[src/flash_protection_map.svh]
// Functional notes
// - flash is split into 768-byte sectors; protection counts whole sectors.
// - only security pattern 1:0 is unsecured; key match or blank check unsecures.
// - key enable clear: key window writes start program or erase commands.
// - key enable set (config bit 5): key window program writes load comparison key.
// - protection register loads from its nonvolatile image during reset.
// - protection readable always; writes only keep or grow the region.
// - program or erase inside protected area is refused and flags violation.
// - mass erase is refused while any sector is protected.
// - protect select is bits 5:0; bits 7:6 reserved; 0x3F protects none.
// - lower selects protect up to 0xFFFF; 0x3E two, 0x1F 64 sectors.
// - while secured, non-secure RAM access is blocked.
`ifndef FLASH_PROTECTION_MAP_SVH
`define FLASH_PROTECTION_MAP_SVH

// register byte offsets
`define OFS_CONFIG 8'h00
`define OFS_PROTECT 8'h04
`define OFS_STATUS 8'h08
`define OFS_INT_MASK 8'h0C

// field positions and values
`define CFG_KEY_WRITE_EN_BIT 5
`define CFG_RESET 8'h00
`define PROT_SELECT_MSB 5
`define PROT_NONE 6'h3F
`define STAT_VIOL_BIT 0
`define STAT_KEY_FAIL_BIT 1
`define STAT_SEC_LSB 4
`define STAT_EVENT_MASK 8'h03
`define SEC_UNSECURED 2'h2

// flash geometry
`define SECTOR_BYTES 18'h00300
`define FLASH_TOP_PLUS1 18'h10000
`define KEY_WINDOW_TAG 13'h1FF6

// command kinds from the core
`define KIND_PROGRAM 2'h0
`define KIND_SECTOR_ERASE 2'h1
`define KIND_MASS_ERASE 2'h2

`endif

[src/flash_protection_pkg.sv]
package flash_protection_pkg;

  typedef enum logic [0:0] {
    KEY_COLLECT = 1'b0,
    KEY_COMPARE = 1'b1
  } keyState_t;

  typedef struct packed {
    logic pready;
    logic pslverr;
    logic [31:0] prdata;
    logic [7:0] config_reg;
    logic [5:0] protect;
    logic [7:0] status;
    logic [7:0] intMask;
    logic [1:0] security;
    logic ramBlocked;
    logic irq;
    logic cmdStart;
    logic [15:0] cmdAddr;
    logic [7:0] cmdData;
    logic [1:0] cmdKind;
    keyState_t keyState;
    logic [7:0] keyWritten;
    logic [7:0][7:0] keySlots;
  } state_t;

endpackage

[src/flash_protection_security.sv]
// The register addresses and the APB interface to the registers were left to the implementer.
`timescale 1ns/1ns
`include "flash_protection_map.svh"

module flash_protection_security (
  input wire logic ref_clk,
  input wire logic rst,
  // apb slave
  input wire logic [7:0] paddr,
  input wire logic psel,
  input wire logic penable,
  input wire logic pwrite,
  input wire logic [31:0] pwdata,
  output logic [31:0] prdata,
  output logic pready,
  output logic pslverr,
  // flash write path from the core
  input wire logic flashWrStrobe,
  input wire logic [15:0] flashWrAddr,
  input wire logic [7:0] flashWrData,
  input wire logic [1:0] flashWrKind,
  // nonvolatile images and array status
  input wire logic [7:0] protectionNvImage,
  input wire logic [1:0] securityNvImage,
  input wire logic [63:0] backdoorKeyNv,
  input wire logic blankCheckOk,
  // command launch toward the flash controller
  output logic cmdStart,
  output logic [15:0] cmdAddr,
  output logic [7:0] cmdData,
  output logic [1:0] cmdKind,
  output logic [1:0] securityState,
  output logic ramAccessBlocked,
  output logic irq
);

  flash_protection_pkg::state_t s;
  flash_protection_pkg::state_t n;
  logic [7:0] keyByteOk;
  logic [17:0] protSize;
  logic addrProtected;
  logic inKeyWindow;
  logic anyProtected;
  logic apbAccess;
  logic apbWrite;
  logic addrHit;
  logic [31:0] readMux;
  logic [7:0] eventSet;
  logic [7:0] eventClr;

  // one comparator per key byte against the stored image
  genvar gi;
  generate
    for (gi = 0; gi < 8; gi++) begin : gKey
      assign keyByteOk[gi] = s.keySlots[gi] == backdoorKeyNv[8*gi +: 8];
    end
  endgenerate

  // region size: two sectors per step below the no-protection code
  // 18 bits so that selects below 0x15 simply cover the whole array
  assign protSize = 18'({12'h000, `PROT_NONE - s.protect}) *
    (`SECTOR_BYTES << 1);
  assign anyProtected = s.protect != `PROT_NONE;
  assign addrProtected = anyProtected &&
    ({2'b00, flashWrAddr} + protSize) >= `FLASH_TOP_PLUS1;
  assign inKeyWindow = flashWrAddr[15:3] == `KEY_WINDOW_TAG;

  // bus decode and read mux; reserved bits read as zero
  assign apbAccess = psel & penable;
  assign apbWrite = apbAccess & s.pready & pwrite;
  always_comb begin
    addrHit = 1'b1;
    readMux = 32'h00000000;
    case (paddr)
      `OFS_CONFIG: readMux = {24'h000000, s.config_reg};
      `OFS_PROTECT: readMux = {26'h0000000, s.protect};
      `OFS_STATUS: begin
        readMux = {24'h000000, s.status};
        readMux[`STAT_SEC_LSB +: 2] = s.security;
      end
      `OFS_INT_MASK: readMux = {24'h000000, s.intMask};
      default: addrHit = 1'b0;
    endcase
  end

  // next state of the whole block
  always_comb begin
    n = s;
    n.cmdStart = 1'b0;
    eventSet = 8'h00;
    eventClr = 8'h00;

    // one wait state: pready rises in the second access cycle
    n.pready = apbAccess & ~s.pready;
    if (apbAccess & ~s.pready) begin
      n.prdata = pwrite ? 32'h00000000 : readMux;
      n.pslverr = ~addrHit;
    end else begin
      n.prdata = 32'h00000000;
      n.pslverr = 1'b0;
    end

    // software register writes, taken on the completing edge
    if (apbWrite) begin
      case (paddr)
        `OFS_CONFIG: n.config_reg = pwdata[7:0];
        `OFS_PROTECT: begin
          // a lower select means a larger region; shrinking is dropped
          if (pwdata[`PROT_SELECT_MSB:0] <= s.protect) begin
            n.protect = pwdata[`PROT_SELECT_MSB:0];
          end
        end
        `OFS_STATUS: eventClr = pwdata[7:0] & `STAT_EVENT_MASK;
        `OFS_INT_MASK: n.intMask = pwdata[7:0] & `STAT_EVENT_MASK;
        default: ;
      endcase
    end

    // flash writes from the core
    if (flashWrStrobe) begin
      if (s.config_reg[`CFG_KEY_WRITE_EN_BIT] && inKeyWindow &&
          flashWrKind == `KIND_PROGRAM &&
          s.keyState == flash_protection_pkg::KEY_COLLECT) begin
        // key bytes land in slots, no command is launched
        n.keySlots[flashWrAddr[2:0]] = flashWrData;
        n.keyWritten[flashWrAddr[2:0]] = 1'b1;
        if ((s.keyWritten | (8'h01 << flashWrAddr[2:0])) == 8'hFF) begin
          n.keyState = flash_protection_pkg::KEY_COMPARE;
        end
      end else if (flashWrKind == `KIND_MASS_ERASE) begin
        if (anyProtected) begin
          eventSet[`STAT_VIOL_BIT] = 1'b1;
        end else begin
          n.cmdStart = 1'b1;
        end
      end else if (addrProtected) begin
        eventSet[`STAT_VIOL_BIT] = 1'b1;
      end else begin
        // with key enable clear the key window is ordinary flash
        n.cmdStart = 1'b1;
      end
      if (n.cmdStart) begin
        n.cmdAddr = flashWrAddr;
        n.cmdData = flashWrData;
        n.cmdKind = flashWrKind;
      end
    end

    // compare a full key one cycle after the last byte arrives
    if (s.keyState == flash_protection_pkg::KEY_COMPARE) begin
      if (&keyByteOk) begin
        n.security = `SEC_UNSECURED;
      end else begin
        eventSet[`STAT_KEY_FAIL_BIT] = 1'b1;
      end
      n.keyWritten = 8'h00;
      n.keyState = flash_protection_pkg::KEY_COLLECT;
    end
    if (blankCheckOk) begin
      n.security = `SEC_UNSECURED;
    end

    // sticky events: a set in the clearing cycle survives
    n.status = (s.status & ~eventClr) | eventSet;
    n.ramBlocked = n.security != `SEC_UNSECURED;
    n.irq = |(n.status & n.intMask);

    // synchronous reset loads the nonvolatile images
    if (rst) begin
      n.pready = 1'b0;
      n.pslverr = 1'b0;
      n.prdata = 32'h00000000;
      n.config_reg = `CFG_RESET;
      n.protect = protectionNvImage[`PROT_SELECT_MSB:0];
      n.status = 8'h00;
      n.intMask = 8'h00;
      n.security = securityNvImage;
      n.ramBlocked = securityNvImage != `SEC_UNSECURED;
      n.irq = 1'b0;
      n.cmdStart = 1'b0;
      n.cmdAddr = 16'h0000;
      n.cmdData = 8'h00;
      n.cmdKind = `KIND_PROGRAM;
      n.keyState = flash_protection_pkg::KEY_COLLECT;
      n.keyWritten = 8'h00;
      n.keySlots = 64'h0000000000000000;
    end
  end

  // single state register
  always_ff @(posedge ref_clk) begin
    s <= n;
  end

  // outputs come straight from the state flops
  assign prdata = s.prdata;
  assign pready = s.pready;
  assign pslverr = s.pslverr;
  assign cmdStart = s.cmdStart;
  assign cmdAddr = s.cmdAddr;
  assign cmdData = s.cmdData;
  assign cmdKind = s.cmdKind;
  assign securityState = s.security;
  assign ramAccessBlocked = s.ramBlocked;
  assign irq = s.irq;

endmodule

[config.mk]
export PLATFORM = sky130hd
export DESIGN_NAME = flash_protection_security
export DESIGN_NICKNAME = d
export VERILOG_FILES = /design/src/flash_protection_pkg.sv /design/src/flash_protection_security.sv
export VERILOG_INCLUDE_DIRS = /design/src
export SDC_FILE = /design/constraint.sdc
export NUM_CORES = 1
export LEC_CHECK = 0
export BUFFER_PORTS_ARGS = -buffer_cell sky130_fd_sc_hd__clkbuf_2
export CORE_AREA = 8 8 124 126
export CTS_BUF_LIST = sky130_fd_sc_hd__clkbuf_2 sky130_fd_sc_hd__clkbuf_4 sky130_fd_sc_hd__clkbuf_8
export CTS_CLUSTER_SIZE = 20
export DETAILED_ROUTE_END_ITERATION = 6
export DIE_AREA = 0 0 132 134
export PLACE_DENSITY = 0.78
export SYNTH_ARGS = -nofsm -noshare
export SYNTH_HDL_FRONTEND = slang
export SYNTH_SLANG_ARGS = --single-unit
export TNS_END_PERCENT = 5
[constraint.sdc]
create_clock -name ref_clk -period 3.4 [get_ports ref_clk]
set_input_delay 0 -clock ref_clk [delete_from_list [all_inputs] [get_ports ref_clk]]
set_output_delay 0 -clock ref_clk [all_outputs]
set_load 0.05 [all_outputs]
# [Word level (Yosys, flattened, before mapping)]
# Cells that the tools add are included.
[word_totals] register_bits=168 in_bits=147 out_inout_bits=65 wordCells=121
[classes] addsub=2 mul=1 order_cmp=4 eq_ne=17 n_shift=1 mux=35 bitwise_logic=15 n_reduce_logical=22
[ops] cell="$mux W126" count=1
[ops] cell="$mux W100" count=1
[ops] cell="$mux W73" count=1
[ops] cell="$bwmux W64" count=1
[ops] cell="$eq A8 B8 Y1" count=8
[ops] cell="$pmux W8 S4" count=1
[ops] cell="$mux W26" count=1
[ops] cell="$demux W8 S3" count=1
[ops] cell="$mux W8" count=3
[ops] cell="$add A16 B17 Y18" count=1
[ops] cell="$ge A18 B17 Y1 const B" count=1
[ops] cell="$mux W6" count=3
[ops] cell="$and A8 B8 Y8" count=2
[ops] cell="$eq A8 B4 Y1 const B" count=2
[ops] cell="$or A8 B8 Y8" count=2
[ops] cell="$mux W1" count=15
[ops] cell="$eq A13 B13 Y1 const B" count=1
[ops] cell="$mux W2" count=5
[ops] cell="$mux W9" count=1
[ops] cell="$eq A8 B3 Y1 const B" count=1
[ops] cell="$eq A8 B8 Y1 const B" count=1
[ops] cell="$logic_not A8 Y1" count=1
[ops] cell="$mul A6 B2 Y8 const B" count=1
[ops] cell="$not A8 Y8" count=1
[ops] cell="other kinds (22)" count=41

# [Logic depth before layout (Yosys ltp)]
[logic_depth] depth_word=13 ltp_mapped=16 ltp_nobuf=14

# [Worst setup path after synthesis]
# Ideal clock, no wire load.
[synth_path] path_kind="register to register" start="register s[122] (netlist name)" end="register s (netlist bit cmdAddr[1])" setup_ns=0.128 t_arrival_ns=2.928 t_required_ns=3.272 slack_ns=0.345 path_stages_with_launch=17 n_path_buf=2 period_less_slack_ns=3.055 cell_sequence="edfxtp_1 > inv_1 > ha_1 > a21o_1 > a21oi_1 > o21bai_1 > a21oi_1 > xnor2_1 > ha_1 > a211oi_1 > o221a_2 > o22ai_1 > nor3_1 > buf_4 > buf_6 > mux2i_1 > nor2_1"
[synth_between] elab_chain_len=10 word_cells_on_any_way=12 classes_between="2 x add/sub; 1 x mul; 1 x order compare; 1 x eq/ne; 5 x mux; 2 x reduce/logical"
[synth_rtl] element="start, declared" line_no="flash_protection_security.sv:37" text="flash_protection_pkg::state_t s;"
[synth_rtl] element="start signal, assigned" line_no="flash_protection_security.sv:192" text="s <= n;"
[synth_rtl] element="$sub A6 B6 Y6 (no source line)"
[synth_rtl] element="$mul A6 B2 Y8" line_no="flash_protection_security.sv:61" text="assign protSize = 18'({12'h000, `PROT_NONE - s.protect}) *"
[synth_rtl] element="$add A16 B17 Y18" line_no="flash_protection_security.sv:65" text="({2'b00, flashWrAddr} + protSize) >= `FLASH_TOP_PLUS1;"
[synth_rtl] element="$ge A18 B17 Y1 (no source line)"
[synth_rtl] element="$logic_and A1 B1 Y1 (no source line)"
[synth_rtl] element="$mux W1" line_no="flash_protection_security.sv:136" text="end else if (addrProtected) begin"
[synth_rtl] element="$mux W1 (*)" line_no="flash_protection_security.sv:130" text="end else if (flashWrKind == `KIND_MASS_ERASE) begin"
[synth_rtl] element="$mux W1 (*)" line_no="flash_protection_security.sv:121" text="if (s.config_reg[`CFG_KEY_WRITE_EN_BIT] && inKeyWindow &&"
[synth_rtl] element="$mux W1 (*)" line_no="flash_protection_security.sv:120" text="if (flashWrStrobe) begin"
[synth_rtl] element="$reduce_and A2 Y1 (no source line) (*)"
# Every way passes the cells marked *; elsewhere a longest branch is shown, timed or not. The select of a mux whose other input is x is not followed.
# A chain may end at the register's enable or synchronous reset.

# [Final worst setup path]
[layout_path] start="register s[121] (netlist name)" end="register s (netlist bit cmdKind[1])"
# The elaborated chain is that of the path after synthesis.

==> run_summary.xml <==
<?xml version="1.0" encoding="UTF-8"?>
<metrics>
  <group name="sta">
    <metric name="final-setup-viol-count" unit="">0</metric>
    <metric name="min_period_over_period" unit="%">97.9</metric>
    <metric name="clock.fmax" unit="GHz">0.300</metric>
    <metric name="timing.slew.headroom" unit="%">49.6</metric>
    <metric name="timing.final.crit_period" unit="ns">3.33</metric>
    <metric name="finalHoldViolations" unit="">0</metric>
    <metric name="drv_slew" unit="">0</metric>
    <metric name="worstMarginPinSlew" unit="ns">0.755</metric>
    <metric name="clock-skew-final" unit="ns">0.0114</metric>
    <metric name="grt_setup_unrepaired" unit="">true</metric>
    <metric name="setup_ws" unit="ns">0.0708</metric>
  </group>
  <group name="pwr">
    <metric name="internal_power" unit="mW">2.59</metric>
    <metric name="comb_power_share" unit="%">20.8</metric>
    <metric name="cellLeakagePower" unit="nW">3.97</metric>
    <metric name="power.ir.vdd_worst" unit="mV">0.309</metric>
    <metric name="part_of_the_total_power_dissipated_in_sequential_elements" unit="%">45.9</metric>
    <metric name="power_switching_share" unit="%">30.2</metric>
    <metric name="p_per_area" unit="nW/um^2">441</metric>
    <metric name="share_clk_of_total_power" unit="%">33.3</metric>
    <metric name="total_switching_power" unit="mW">1.12</metric>
    <metric name="power.total" unit="mW">3.71</metric>
  </group>
  <group name="critical_path">
    <metric name="crit_cells" unit="">15</metric>
    <metric name="criticalPathCategory" unit="">reg -&gt; reg</metric>
    <metric name="critPathTopFamily" unit="">compound AO/OA/AOI/OAI gates</metric>
    <metric name="worst_path_bufs_invs" unit="">2</metric>
    <metric name="worst_path_max_delay_cell" unit="">sky130_fd_sc_hd__edfxtp_1</metric>
    <metric name="slowest_delay" unit="ns">0.43</metric>
    <metric name="endpoint_kind" unit="">register</metric>
    <metric name="crit_chain" unit="">inv_2 &gt; ha_1 &gt; a21o_1 &gt; a21oi_2 &gt; o21bai_1 &gt; a21oi_2 &gt; xnor2_1 &gt; ha_1 &gt; a211oi_2 &gt; o221a_2 &gt; o22ai_4 &gt; nor3_4 &gt; buf_6 &gt; mux2i_1 &gt; nor2_1</metric>
    <metric name="critPathLaunchType" unit="">register</metric>
    <metric name="required" unit="ns">3.70</metric>
    <metric name="worstPathArrival" unit="ns">3.63</metric>
    <metric name="r2r_cells" unit="">15</metric>
    <metric name="crit_fanout" unit="">12</metric>
  </group>
  <group name="global_route">
    <metric name="overflow" unit="">0</metric>
    <metric name="pin_count_of_the_biggest_net_entering_global_routing" unit="">75</metric>
    <metric name="grt_antenna_before_repair" unit="">1</metric>
    <metric name="grt_usage" unit="%">19.8</metric>
    <metric name="grt_pass1_vias" unit="">5573</metric>
    <metric name="global_route_wire_length_before_repair" unit="um">28100</metric>
  </group>
  <group name="yosys">
    <metric name="netlist_area" unit="um^2">6900</metric>
    <metric name="post_synth_inst_count" unit="">714</metric>
    <metric name="synthDistinctLibCells" unit="">57</metric>
    <metric name="ys_seq_area_share" unit="%">40.9</metric>
    <metric name="synth_enable_flop_cells" unit="">6</metric>
    <metric name="synth_seq_cells" unit="">138</metric>
    <metric name="yosysWarnings" unit="">0</metric>
    <metric name="postSynth.topFlopCell" unit="">sky130_fd_sc_hd__dfxtp_1</metric>
    <metric name="synthArstFlopShare" unit="%">0</metric>
    <metric name="post_synth.cell_area_avg" unit="um^2">9.66</metric>
  </group>
  <group name="die">
    <metric name="floorplan.die_area" unit="um^2">17700</metric>
    <metric name="core_region_area" unit="um^2">13500</metric>
    <metric name="floorplan.initialDensity" unit="%">51.1</metric>
    <metric name="boundaryPins" unit="">212</metric>
    <metric name="die_width" unit="um">132</metric>
    <metric name="dieHeight" unit="um">134</metric>
    <metric name="placement_rows" unit="">43</metric>
  </group>
  <group name="clock_network">
    <metric name="cts_inserted_buffers" unit="">17</metric>
    <metric name="clock_latency_of_the_later_clocked_register_in_the_worst_skew_pair" unit="ns">0.43</metric>
    <metric name="cts_htree_levels" unit="">4</metric>
    <metric name="cts.reportedPaths.clkPinSlew" unit="ns">0.08</metric>
    <metric name="cts_sinks" unit="">138</metric>
    <metric name="max-clock-path-buffers" unit="">2</metric>
    <metric name="clock_tree_from_tritoncts" unit="">done</metric>
    <metric name="cts-root-buf" unit="">sky130_fd_sc_hd__clkbuf_8</metric>
  </group>
  <group name="place">
    <metric name="pre_cts_slack" unit="ns">0.0461</metric>
    <metric name="place_inst" unit="">988</metric>
    <metric name="placement.io_buffers" unit="">161</metric>
    <metric name="placed_area" unit="um^2">7450</metric>
    <metric name="globalplace.congestion" unit="">0.826</metric>
    <metric name="detailed_placer_s_ending_hpwl" unit="um">12600</metric>
  </group>
  <group name="route">
    <metric name="route.layer.met1.wl" unit="um">7460</metric>
    <metric name="avgViaCountPerCell" unit="">5.07</metric>
    <metric name="met2RoutedLength" unit="um">8840</metric>
    <metric name="met3_length" unit="um">1290</metric>
    <metric name="drc" unit="">0</metric>
    <metric name="firstDrtPassIters" unit="">4</metric>
    <metric name="wire_per_inst" unit="um">16.7</metric>
    <metric name="routed-via-count" unit="">5437</metric>
    <metric name="drtIter0Drc" unit="">304</metric>
    <metric name="drt.antenna.violating_nets" unit="">0</metric>
    <metric name="top_signal_layer_used" unit="">met4</metric>
    <metric name="postRouteWirelength" unit="um">17900</metric>
  </group>
  <group name="finish">
    <metric name="drive_gt1_share" unit="%">26.0</metric>
    <metric name="flow.area_growth_from_synthesis" unit="%">21.8</metric>
    <metric name="num-fill-cells" unit="">1130</metric>
    <metric name="nNetsFinal" unit="">1050</metric>
    <metric name="layoutNonFillerInstCount" unit="">1073</metric>
    <metric name="postLayoutCellArea" unit="um^2">8400</metric>
  </group>
  <group name="run">
    <metric name="timing.max_cap.violations" unit="">0</metric>
  </group>
  <group name="status">
    <metric name="status" unit="">finished clean</metric>
  </group>
  <group name="worst_hold_path">
    <metric name="min_path_cells" unit="">2</metric>
    <metric name="worstHoldPathType" unit="">in -&gt; reg</metric>
  </group>
</metrics>
cell usage after synthesis, drive strengths merged, types with 5 or more instances:
cell | n | share of area, %
dfxtp | 132 | 38
nor2 | 108 | 6.0
mux2i | 94 | 14
buf | 71 | 7.8
xor2 | 65 | 8.3
clkbuf | 25 | 1.4
ha | 22 | 4.0
a21oi | 21 | 1.5
inv | 20 | 1.1
nor4 | 20 | 1.9
nand2 | 19 | 1.0
nand3 | 16 | 1.2
nor2b | 12 | 1.1
nand4 | 10 | 1.0
and2 | 6 | 0.54
edfxtp | 6 | 2.6
o21ai | 6 | 0.44
mux2 | 5 | 0.82
final cells by class:
type	count	area, um^2	area share, %
flip-flops and latches	138	2820	33.6
clock inverters	11	97.6	1.16
clock buffers	20	269	3.20
well taps	180	225	2.68
repair buffers	220	1400	16.6
diodes	1	2.50	0.0298
inverters	20	75.1	0.893
multi-input cells	483	3510	41.8
path summary, 6_finish.rpt:
kind / from / endpoint / slack (ns)
hold / removal: rst / register / 0.02
hold reg to reg: s[132] / prdata[6] / 0.46
setup reg to reg: s[121] / cmdKind[1] / 0.07
setup / recovery: s[121] / cmdKind[1] / 0.07
layout by cell type (no fill, tap or decap), types with 19 or more instances in the layout:
cell and count:
sky130_fd_sc_hd__dfxtp_1 132, sky130_fd_sc_hd__clkbuf_8 19, sky130_fd_sc_hd__conb_1 24, sky130_fd_sc_hd__nor2_1 107
sky130_fd_sc_hd__xor2_1 65, sky130_fd_sc_hd__ha_1 21, sky130_fd_sc_hd__clkbuf_2 160, sky130_fd_sc_hd__mux2i_1 94
sky130_fd_sc_hd__nor4_1 19, sky130_fd_sc_hd__dlygate4sd3_1 48
per-stage QoR:
step | utilization [%] | setup TNS (ns) | hold slack (ns)
2_1_floorplan | - | 0 | 0.122
3_3_place_gp | 55.2 | 0 | 0.229
3_5_place_dp | 55.2 | 0 | 0.227
4_1_cts | 61.4 | 0 | 0.0000623
5_1_grt | 62.2 | -1.91 | 0.00960
6_report | 62.2 | 0 | 0.0188
cell families (layout without fill, tap and decap cells):
logic type	Yosys count	after routing	synth area share, %
AO/OA/AOI/OAI	54	54	5.42
flip-flops	138	138	40.9
AND/OR/NAND/NOR	211	211	14.7
XOR/XNOR	68	68	8.64
adder cells (fa/ha/maj)	23	23	4.28
buffers and inverters	116	271	10.2
multiplexers	103	103	15.8
other	1	25	0.0544
worst register-to-register path: cells and delay by family (launching register included):
kind	cells	cell delay (ns)
buffers and inverters	2	0.39
AND/OR/NAND/NOR	2	0.41
flip-flops	1	0.43
AO/OA/AOI/OAI	7	1.10
XOR/XNOR	1	0.09
adder cells (fa/ha/maj)	2	0.58
multiplexers	1	0.22
timing repair:
| item | 4_1_cts | 5_1_grt |
|---|---|---|
| hold buffers | 48 | 0 |
| buffers inserted | 0 | 3 |
| endpoints found under the hold margin | 74 | 0 |
| resized for setup | 0 | 13 |
| setup endpoints to repair | 0 | 25 |
routing by layer:
metal,up-vias,global-route usage (%)
met3,22,6.21
li1,2677,-
met5,-,0
met2,194,34.6
met1,2544,22.5
met4,0,6.51
power by group through the flow:
stage / registers [mW] / clock network [mW] / logic, mW
4_1_cts: 1.70 / 1.27 / 0.719
6_report: 1.70 / 1.23 / 0.771
5_1_grt: 1.70 / 1.34 / 0.828
3_5_place_dp: 1.74 / 0 / 0.674
3_3_place_gp: 1.73 / 0 / 0.662
2_1_floorplan: 1.74 / 0 / 0.539
Note: power is estimated with default switching activity, not from simulation.
